==> config.mk <==
export PLATFORM = sky130hd
export DESIGN_NAME = engine_ctrl_holding_regs
export DESIGN_NICKNAME = d
export VERILOG_FILES = /design/src/core/engine_regs_pkg.sv /design/src/core/engine_ctrl_holding_regs.sv
export SDC_FILE = /design/constraint.sdc
export NUM_CORES = 1
export LEC_CHECK = 0
export ABC_AREA = 1
export ABC_CLOCK_PERIOD_IN_PS = 2760
export BUFFER_PORTS_ARGS = -buffer_cell sky130_fd_sc_hd__buf_4
export CORE_AREA = 2 2 243 245
export CTS_CLUSTER_DIAMETER = 40
export DETAILED_ROUTE_END_ITERATION = 8
export DIE_AREA = 0 0 245 247
export SLEW_MARGIN = 10
export SYNTH_ARGS = -nofsm -noshare
export SYNTH_HDL_FRONTEND = slang
export SYNTH_SLANG_ARGS = --single-unit
==> constraint.sdc <==
create_clock -name sys_clk -period 2.76 [get_ports sys_clk]
set_input_delay 0.138 -clock sys_clk [delete_from_list [all_inputs] [get_ports sys_clk]]
set_output_delay 0.138 -clock sys_clk [all_outputs]
set_load 0.02 [all_outputs]
==> src/core/engine_regs_pkg.sv <==
// Register numbers, field layouts and carriers of the holding registers.
package engine_regs_pkg;

    ////////////////////////////////////////////////////////////////////////
    // Register numbers as carried in the request address.
    localparam logic [15:0] ADDR_ACTUAL_LEVEL = 16'h9c4b;
    localparam logic [15:0] ADDR_REMOTE_RUN = 16'h9c4c;
    localparam logic [15:0] ADDR_MAX_SPEED = 16'h9c4d;
    localparam logic [15:0] ADDR_AMBIENT = 16'h9c4e;
    localparam logic [15:0] ADDR_MODE_SELECT = 16'h9c4f;
    localparam logic [15:0] ADDR_LOADED_SPEED = 16'h9c50;
    localparam logic [15:0] ADDR_MANUAL_LOCK = 16'h9c51;
    localparam logic [15:0] ADDR_PRESTART1 = 16'h9c52;
    localparam logic [15:0] ADDR_PRESTART2 = 16'h9c53;
    localparam logic [15:0] ADDR_TORQUE = 16'h9c54;
    localparam logic [15:0] ADDR_RESERVED_A = 16'h9c55;
    localparam logic [15:0] ADDR_FILTER_OUT_T = 16'h9c56;
    localparam logic [15:0] ADDR_FILTER_IN_T = 16'h9c57;
    localparam logic [15:0] ADDR_EXHAUST_T = 16'h9c58;
    localparam logic [15:0] ADDR_MANIFOLD_T = 16'h9c59;
    localparam logic [15:0] ADDR_BOOST = 16'h9c5a;
    localparam logic [15:0] ADDR_FUEL_T = 16'h9c5b;
    localparam logic [15:0] ADDR_INTERCOOLER_T = 16'h9c5c;
    localparam logic [15:0] ADDR_ASH_LOAD = 16'h9c5d;
    localparam logic [15:0] ADDR_FLUID_TANK_T = 16'h9c5e;
    localparam logic [15:0] ADDR_FUEL_PRESS = 16'h9c5f;
    localparam logic [15:0] ADDR_BARO = 16'h9c60;
    localparam logic [15:0] ADDR_AIR_DIFF = 16'h9c61;
    localparam logic [15:0] ADDR_EXH_GAS_T = 16'h9c62;
    localparam logic [15:0] ADDR_HYD_PRESS = 16'h9c63;
    localparam logic [15:0] ADDR_HYD_T = 16'h9c64;
    localparam logic [15:0] ADDR_REGEN_STATE = 16'h9c65;
    localparam logic [15:0] ADDR_LEVEL_START = 16'h9c66;
    localparam logic [15:0] ADDR_LEVEL_STOP = 16'h9c67;
    localparam logic [15:0] ADDR_LEVEL_MAINTAIN = 16'h9c68;
    localparam logic [15:0] ADDR_FLOW_START = 16'h9c69;
    localparam logic [15:0] ADDR_FLOW_STOP = 16'h9c6a;
    localparam logic [15:0] ADDR_DISCHARGE_HI = 16'h9c6b;
    localparam logic [15:0] ADDR_DISCHARGE_LO = 16'h9c6c;
    localparam logic [15:0] ADDR_PSTART_HI = 16'h9c6d;
    localparam logic [15:0] ADDR_PSTART_LO = 16'h9c6e;
    localparam logic [15:0] ADDR_PSTOP_HI = 16'h9c6f;
    localparam logic [15:0] ADDR_PSTOP_LO = 16'h9c70;
    localparam logic [15:0] ADDR_PMAINT_HI = 16'h9c71;
    localparam logic [15:0] ADDR_PMAINT_LO = 16'h9c72;
    localparam logic [15:0] ADDR_RSVD_FIRST = 16'h9c73;
    localparam logic [15:0] ADDR_RSVD_LAST = 16'h9d08;
    localparam logic [15:0] ADDR_APP_VER1 = 16'h9d09;
    localparam logic [15:0] ADDR_APP_VER2 = 16'h9d0a;
    localparam logic [15:0] ADDR_APP_VER4 = 16'h9d0c;
    localparam logic [15:0] ADDR_CFG_VER1 = 16'h9d0d;
    localparam logic [15:0] ADDR_CFG_VER2 = 16'h9d0e;
    localparam logic [15:0] ADDR_CFG_VER3 = 16'h9d0f;
    localparam logic [15:0] ADDR_RESERVED_B = 16'h9d10;
    localparam logic [15:0] ADDR_CATALYST_LEVEL = 16'h9d12;
    localparam logic [15:0] ADDR_SOOT_LOAD = 16'h9d13;
    localparam logic [15:0] ADDR_INHIBIT_SWITCH = 16'h9d14;
    localparam logic [15:0] ADDR_INHIBIT_FLAGS = 16'h9d15;

    ////////////////////////////////////////////////////////////////////////
    // Field positions and reset values.
    localparam int FLAG_BIT = 0;
    localparam int INHIBIT_SWITCH_BIT = 0;
    localparam logic [15:0] WORD_ZERO = 16'h0000;
    localparam logic [31:0] PAIR_ZERO = 32'h0000_0000;
    localparam logic FLAG_RESET = 1'b0;

    // Particulate-filter regeneration status codes.
    typedef enum logic [1:0] {
        REGEN_NOT_ACTIVE = 2'b00,
        REGEN_ACTIVE = 2'b01,
        REGEN_NEEDED = 2'b10,
        REGEN_NOT_AVAILABLE = 2'b11
    } regen_state_t;

    // Live telemetry mirrored from the engine data link.
    typedef struct packed {
        logic [15:0] level;
        logic [15:0] ambient;
        logic [15:0] torque;
        logic [15:0] filter_out_t;
        logic [15:0] filter_in_t;
        logic [15:0] exhaust_t;
        logic [15:0] manifold_t;
        logic [15:0] boost;
        logic [15:0] fuel_t;
        logic [15:0] intercooler_t;
        logic [15:0] ash_load;
        logic [15:0] fluid_tank_t;
        logic [15:0] fuel_press;
        logic [15:0] baro;
        logic [15:0] air_diff;
        logic [15:0] exh_gas_t;
        logic [15:0] hyd_press;
        logic [15:0] hyd_t;
        regen_state_t regen;
        logic [31:0] discharge;
        logic [15:0] catalyst_level;
        logic [15:0] soot_load;
        logic inhibit_switch;
        logic inhibit_active;
    } telemetry_t;

    // Setpoints held for the controller.
    typedef struct packed {
        logic [15:0] max_speed;
        logic [15:0] loaded_speed;
        logic [15:0] level_start;
        logic [15:0] level_stop;
        logic [15:0] level_maintain;
        logic [15:0] flow_start;
        logic [15:0] flow_stop;
        logic [31:0] press_start;
        logic [31:0] press_stop;
        logic [31:0] press_maintain;
    } setpoints_t;

    // Effective operating controls after mode qualification.
    typedef struct packed {
        logic auto_mode;
        logic manual_lock;
        logic run_start;
        logic prestart1_en;
        logic prestart2_en;
    } mode_ctrl_t;

endpackage

==> src/core/engine_ctrl_holding_regs.sv <==
// Holding-register bank: telemetry readback, setpoints and mode controls.
module engine_ctrl_holding_regs
#(
    parameter logic [15:0] APP_VER1 = 16'h0001, // Arbitrary value.
    parameter logic [15:0] APP_VER2 = 16'h0002, // Arbitrary value.
    parameter logic [15:0] APP_VER4 = 16'h0004, // Arbitrary value.
    parameter logic [15:0] CFG_VER1 = 16'h0001, // Arbitrary value.
    parameter logic [15:0] CFG_VER2 = 16'h0002, // Arbitrary value.
    parameter logic [15:0] CFG_VER3 = 16'h0003 // Arbitrary value.
)
(
    input wire logic sys_clk, // System clock, 50 MHz.
    input wire logic rst_b, // Asynchronous reset, active low.
    input wire logic req_valid, // Register request strobe.
    input wire logic req_write, // One for write, zero for read.
    input wire logic [15:0] req_addr, // Holding register number.
    input wire logic [15:0] req_wdata, // Write data.
    input wire engine_regs_pkg::telemetry_t telem, // Live telemetry.
    output logic resp_valid, // Answer strobe, one cycle.
    output logic [15:0] resp_rdata, // Read data.
    output logic resp_err, // Unmapped register number.
    output engine_regs_pkg::setpoints_t setp, // Held setpoints.
    output engine_regs_pkg::mode_ctrl_t mode_ctrl // Effective controls.
);
    import engine_regs_pkg::*;

    ////////////////////////////////////////////////////////////////////////
    // Request decode.
    logic wr_en;
    logic rd_en;
    logic hit;
    logic [15:0] rd_word;
    setpoints_t setp_q;
    mode_ctrl_t mode_q;
    logic run_cmd_q;
    logic mode_sel_q;
    logic lock_q;
    logic pre1_q;
    logic pre2_q;
    logic auto_eff;

    assign wr_en = req_valid & req_write;
    assign rd_en = req_valid & ~req_write;

    ////////////////////////////////////////////////////////////////////////
    // Single-bit controls keep only bit zero; the rest of the word is
    // dropped so a stray high bit cannot flip a mode.
    always_ff @(posedge sys_clk or negedge rst_b)
    begin
        if (!rst_b)
        begin
            run_cmd_q <= FLAG_RESET;
            mode_sel_q <= FLAG_RESET;
            lock_q <= FLAG_RESET;
            pre1_q <= FLAG_RESET;
            pre2_q <= FLAG_RESET;
        end
        else if (wr_en)
        begin
            case (req_addr)
                ADDR_REMOTE_RUN: run_cmd_q <= req_wdata[FLAG_BIT];
                ADDR_MODE_SELECT: mode_sel_q <= req_wdata[FLAG_BIT];
                ADDR_MANUAL_LOCK: lock_q <= req_wdata[FLAG_BIT];
                ADDR_PRESTART1: pre1_q <= req_wdata[FLAG_BIT];
                ADDR_PRESTART2: pre2_q <= req_wdata[FLAG_BIT];
                default: ;
            endcase
        end
    end

    ////////////////////////////////////////////////////////////////////////
    // Setpoint words. Pairs put the lower register number in the upper
    // half, so a master writing in address order fills high then low.
    always_ff @(posedge sys_clk or negedge rst_b)
    begin
        if (!rst_b)
        begin
            setp_q.max_speed <= WORD_ZERO;
            setp_q.loaded_speed <= WORD_ZERO;
            setp_q.level_start <= WORD_ZERO;
            setp_q.level_stop <= WORD_ZERO;
            setp_q.level_maintain <= WORD_ZERO;
            setp_q.flow_start <= WORD_ZERO;
            setp_q.flow_stop <= WORD_ZERO;
            setp_q.press_start <= PAIR_ZERO;
            setp_q.press_stop <= PAIR_ZERO;
            setp_q.press_maintain <= PAIR_ZERO;
        end
        else if (wr_en)
        begin
            // Read-only and reserved numbers fall to default untouched.
            case (req_addr)
                ADDR_MAX_SPEED: setp_q.max_speed <= req_wdata;
                ADDR_LOADED_SPEED: setp_q.loaded_speed <= req_wdata;
                ADDR_LEVEL_START: setp_q.level_start <= req_wdata;
                ADDR_LEVEL_STOP: setp_q.level_stop <= req_wdata;
                ADDR_LEVEL_MAINTAIN:
                    setp_q.level_maintain <= req_wdata;
                ADDR_FLOW_START: setp_q.flow_start <= req_wdata;
                ADDR_FLOW_STOP: setp_q.flow_stop <= req_wdata;
                ADDR_PSTART_HI:
                    setp_q.press_start[31:16] <= req_wdata;
                ADDR_PSTART_LO: setp_q.press_start[15:0] <= req_wdata;
                ADDR_PSTOP_HI: setp_q.press_stop[31:16] <= req_wdata;
                ADDR_PSTOP_LO: setp_q.press_stop[15:0] <= req_wdata;
                ADDR_PMAINT_HI:
                    setp_q.press_maintain[31:16] <= req_wdata;
                ADDR_PMAINT_LO:
                    setp_q.press_maintain[15:0] <= req_wdata;
                default: ;
            endcase
        end
    end

    assign setp = setp_q;

    ////////////////////////////////////////////////////////////////////////
    // Effective mode. The lock wins over the mode word but does not alter
    // it, so clearing the lock restores what software last selected.
    assign auto_eff = mode_sel_q & ~lock_q;

    always_ff @(posedge sys_clk or negedge rst_b)
    begin
        if (!rst_b)
        begin
            mode_q <= '0;
        end
        else
        begin
            mode_q.auto_mode <= auto_eff;
            mode_q.manual_lock <= lock_q;
            mode_q.run_start <= auto_eff & run_cmd_q;
            mode_q.prestart1_en <= auto_eff | ~pre1_q;
            mode_q.prestart2_en <= auto_eff | ~pre2_q;
        end
    end

    assign mode_ctrl = mode_q;

    ////////////////////////////////////////////////////////////////////////
    // Read multiplexer. Telemetry is taken live at the request edge.
    always_comb
    begin
        hit = 1'b1;
        rd_word = WORD_ZERO;
        case (req_addr)
            ADDR_ACTUAL_LEVEL: rd_word = telem.level;
            ADDR_REMOTE_RUN: rd_word = {15'h0000, run_cmd_q};
            ADDR_MAX_SPEED: rd_word = setp_q.max_speed;
            ADDR_AMBIENT: rd_word = telem.ambient;
            ADDR_MODE_SELECT: rd_word = {15'h0000, mode_sel_q};
            ADDR_LOADED_SPEED: rd_word = setp_q.loaded_speed;
            ADDR_MANUAL_LOCK: rd_word = {15'h0000, lock_q};
            ADDR_PRESTART1: rd_word = {15'h0000, pre1_q};
            ADDR_PRESTART2: rd_word = {15'h0000, pre2_q};
            ADDR_TORQUE: rd_word = telem.torque;
            ADDR_RESERVED_A: rd_word = WORD_ZERO;
            ADDR_FILTER_OUT_T: rd_word = telem.filter_out_t;
            ADDR_FILTER_IN_T: rd_word = telem.filter_in_t;
            ADDR_EXHAUST_T: rd_word = telem.exhaust_t;
            ADDR_MANIFOLD_T: rd_word = telem.manifold_t;
            ADDR_BOOST: rd_word = telem.boost;
            ADDR_FUEL_T: rd_word = telem.fuel_t;
            ADDR_INTERCOOLER_T: rd_word = telem.intercooler_t;
            ADDR_ASH_LOAD: rd_word = telem.ash_load;
            ADDR_FLUID_TANK_T: rd_word = telem.fluid_tank_t;
            ADDR_FUEL_PRESS: rd_word = telem.fuel_press;
            ADDR_BARO: rd_word = telem.baro;
            ADDR_AIR_DIFF: rd_word = telem.air_diff;
            ADDR_EXH_GAS_T: rd_word = telem.exh_gas_t;
            ADDR_HYD_PRESS: rd_word = telem.hyd_press;
            ADDR_HYD_T: rd_word = telem.hyd_t;
            ADDR_REGEN_STATE: rd_word = {14'h0000, telem.regen};
            ADDR_LEVEL_START: rd_word = setp_q.level_start;
            ADDR_LEVEL_STOP: rd_word = setp_q.level_stop;
            ADDR_LEVEL_MAINTAIN: rd_word = setp_q.level_maintain;
            ADDR_FLOW_START: rd_word = setp_q.flow_start;
            ADDR_FLOW_STOP: rd_word = setp_q.flow_stop;
            ADDR_DISCHARGE_HI: rd_word = telem.discharge[31:16];
            ADDR_DISCHARGE_LO: rd_word = telem.discharge[15:0];
            ADDR_PSTART_HI: rd_word = setp_q.press_start[31:16];
            ADDR_PSTART_LO: rd_word = setp_q.press_start[15:0];
            ADDR_PSTOP_HI: rd_word = setp_q.press_stop[31:16];
            ADDR_PSTOP_LO: rd_word = setp_q.press_stop[15:0];
            ADDR_PMAINT_HI: rd_word = setp_q.press_maintain[31:16];
            ADDR_PMAINT_LO: rd_word = setp_q.press_maintain[15:0];
            ADDR_APP_VER1: rd_word = APP_VER1;
            ADDR_APP_VER2: rd_word = APP_VER2;
            ADDR_APP_VER4: rd_word = APP_VER4;
            ADDR_CFG_VER1: rd_word = CFG_VER1;
            ADDR_CFG_VER2: rd_word = CFG_VER2;
            ADDR_CFG_VER3: rd_word = CFG_VER3;
            ADDR_RESERVED_B: rd_word = WORD_ZERO;
            ADDR_CATALYST_LEVEL: rd_word = telem.catalyst_level;
            ADDR_SOOT_LOAD: rd_word = telem.soot_load;
            ADDR_INHIBIT_SWITCH:
                rd_word = {15'h0000, telem.inhibit_switch};
            ADDR_INHIBIT_FLAGS:
                rd_word = {15'h0000, telem.inhibit_active};
            default:
            begin
                // The long reserved span answers zero; anything else is
                // refused so a mistyped number is not silently accepted.
                hit = (req_addr >= ADDR_RSVD_FIRST) &&
                      (req_addr <= ADDR_RSVD_LAST);
            end
        endcase
    end

    ////////////////////////////////////////////////////////////////////////
    // Answer register: one cycle after each request, reads and writes.
    always_ff @(posedge sys_clk or negedge rst_b)
    begin
        if (!rst_b)
        begin
            resp_valid <= 1'b0;
            resp_rdata <= WORD_ZERO;
            resp_err <= 1'b0;
        end
        else
        begin
            resp_valid <= req_valid;
            resp_err <= req_valid & ~hit;
            resp_rdata <= (rd_en && hit) ? rd_word : WORD_ZERO;
        end
    end
endmodule

==> results.cfg <==
[logic_synthesis]
syn-cell-area_sq_um = 14300
ys_types = 25
xor_xnor_cell_area_share_of_the_yosys_netlist_pct = 0
post_synth_main_area_contributors = dfrtp_1 41%, nand2_1 21%, nand3_1 11%, o21ai_0 6.9%, nor2_1 5.9%
synth_top_cell_area_share_pct = 41.4
synth.largest_area_cell = dfrtp_1
synth-edff-count = 0
synthArstFlopShare_pct = 100
post_synth_top_flop = dfrtp_1
post_synthesis_register_bit_count = 236
synthAdderAreaFrac_pct = 0
complex_gate_fraction_of_the_synthesized_area_pct = 8.86
post_synth_inst_count = 2146
post_synth_and_or_nand_nor_area_fraction_pct = 43.3
synthMuxAreaShare_pct = 0
synth_fp_nets = 2538
sequential_fraction_of_the_synthesis_area_pct = 41.4
yosysWarnings = 0
syn_area_per_cell_sq_um = 6.64
main_combinational_cell_family_by_area_after_synthesis = simple AND/OR/NAND/NOR gates

[critical_path]
timing.critical_path.max_delay_family = simple AND/OR/NAND/NOR gates
cp_cell_instances = buf_4 -> nand2_1 -> inv_1 -> nand2_1 -> nor2_4 -> buf_12 -> buf_12 -> nand2_1 -> inv_2 -> buf_4 -> nand2_1 -> nand2_1 -> nor2_1 -> nand2_1 -> nor2_1 -> nand2_1 -> nor2_1 -> dlygate4sd3_1 -> nor2_2
worstPathMaxFanout = 53
setup.worst_path.start_class = primary input
slowest_stage = dlygate4sd3_1
worstPathBufferInverterCount = 7
cpMostUsedCell = nand2_1
timing.setup.critical_path_class = primary input to flip-flop
critical_path.max_stage_delay_ns = 0.56
setup.worst_path.end_class = flip-flop
timing.critical_path.arrival_ns = 3.02
startpoint = req_addr[10]
origin_of_the_critical_flop_to_flop_path = setp[138]
critical_path_required_ns = 3.22

[route]
detail_route.drc_violations = 0
avg_vias_per_cell = 5.05
drt_iter0_markers = 1729
via_count = 18200
drt-pass1-iter-count = 5
drt-wirelength-per-cell_um = 25.6
route.final.wire_length_um = 92100
antenna_violating_nets_post_route = 0

[sta]
setup_violations = 0
rsz_0062_raised_after_global_routing = no
min_cycle_time_layout_ns = 2.56
final.period_utilization_pct = 92.6
fin_skew_ns = 0.0163
hold_viol = 0
drv_slew = 0
maxSlewHeadroom_pct = 31.7
max_slew.worst_pin.slew_ns = 1.02
setup-tns-final_ns = 0
fmax_mhz = 391

[finish]
final_nets = 3175
highest_count_cells_in_the_layout_ignoring_fill_and_taps = 816 x nand2_1, 677 x buf_4, 323 x nand3_1
final_common_cell = nand2_1
fraction_of_final_layout_cells_with_drive_strength_greater_than_1_pct = 30.0
area.growth.synth_to_final_pct = 54.1
post_layout_nonfiller_instances = 3601

[flow_run]
maxCapViolations = 0

[power_and_ir_drop]
report.power.total_uw = 10600
powerDensity_nw_per_um2 = 485
irDropWorstVdd_v = 0.000430
p_leak_uw = 0.0116

[floorplan]
die_h_um = 247
initial_utilization_pct = 24.5
dieWidth_um = 245
ios = 623
placeableCoreArea_sq_um = 58200
std_cell_rows = 89
floorplan.die_area_sq_um = 60500

[placed_design]
placedCellCount = 3476
place.port_buffers = 622
dp_hpwl_um = 73500
place.gp.congestion = 0.980

[global_routing]
initial_antenna_violation_count = 12
global_route_wire_length_before_repair_um = 127000
first_global_vias = 17500
gr_ovfl_total = 0
groute.usage.overall_pct = 29.6
grt_max_degree = 98

[clock_tree]
clock-sinks = 236
cts.root.buffer_cell = clkbuf_16
tritoncts_clock_tree = done
numCtsBuffers = 49
cts.path.max_buffers = 3
clk_transition_reported_paths_ns = 0.05
clk_latency_ns = 0.59
cts_max_level = 2

[status]
result_of_the_run = finished clean

[hold_path]
holdCritPathClass = primary input to asynchronous set/reset pin
-- power breakdown --
group	leakage [uW]	internal, uW	switching, uW
sequential	0.00328	3470	1.24
combinational	0.00748	393	376
clock	0.000854	4120	2290
total	0.0116	7980	2670
-- metrics by stage --
stage                     area (sq um)  hold WS (ns)  setup WS (ns)  util, %
after floorplan                  14300        -0.158           1.22        -
after global placement           19900        0.0386         0.0490     34.2
after detailed placement         19900        0.0375         0.0505     34.2
after CTS                        22000        0.0141          0.251     37.7
after global routing             22000        0.0498         0.0106     37.7
final                            22000        0.0179          0.205     37.7
-- repair_timing --
action	CTS	global route
setup endpoints to repair	0	0
setup buffers	0	0
hold endpoints to repair	252	0
resized for setup	0	0
hold buffers	29	0
-- cell usage after synthesis, types with 4 or more instances --
cell type / n
inv_1: 52
clkbuf_1: 54
nand2_1: 816
o21ai_0: 197
a21oi_1: 16
nor2_1: 224
buf_4: 8
nand3_2: 4
buf_6: 5
nor3_1: 9
nand4_1: 33
inv_2: 16
dfrtp_1: 236
nor2_2: 26
o21ai_1: 35
nand2_2: 8
buf_2: 63
nand3_1: 323
nor2_4: 10
-- flip-flops by register name, summed over array words and instances, names as in the netlist --
signal      cells
resp_err        1
pre1_q          1
resp_rdata     16
pre2_q          1
mode_sel_q      1
mode_ctrl       5
lock_q          1
setp          208
resp_valid      1
run_cmd_q       1
-- layout make-up --
type,instances,area (sq um)
Tap cell,773,967
Sequential cell,236,5910
Antenna cell,4,10.0
Inverter,70,263
Clock inverter,37,484
Fill cell,6229,36300
Timing Repair Buffer,718,5610
Multi-Input combinational cell,1708,7440
Clock buffer,55,1290
-- cells by family (layout without fill, tap and decap cells) --
family                 Yosys count  in the layout
and+or+nand+nor               1457           1457
DFF                            236            236
other                            0              4
buffers and inverters          202            880
AOI/OAI and AO/OA              251            251
-- layer usage --
metal	GRT usage [%]	wire length, um	vias up
met5	0	103	-
met4	12.4	3940	14
met3	9.43	9870	187
met2	46.5	41600	1012
met1	37.3	36500	8708
li1	-	-	8266
-- final timing paths --
path | end | slack [ns] | cells after the start
max in group asynchronous | resp_err | 1.78 | 3
worst max-delay path | resp_rdata[10] | 0.20 | 19
worst max register to register | resp_rdata[10] | 0.52 | 9
worst min register to register | mode_ctrl[3] | 0.50 | 0
worst min-delay path | setp[205] | 0.02 | 2
min in group sys_clk | resp_rdata[6] | 0.03 | 5
Power figures use the tool's default switching activity.
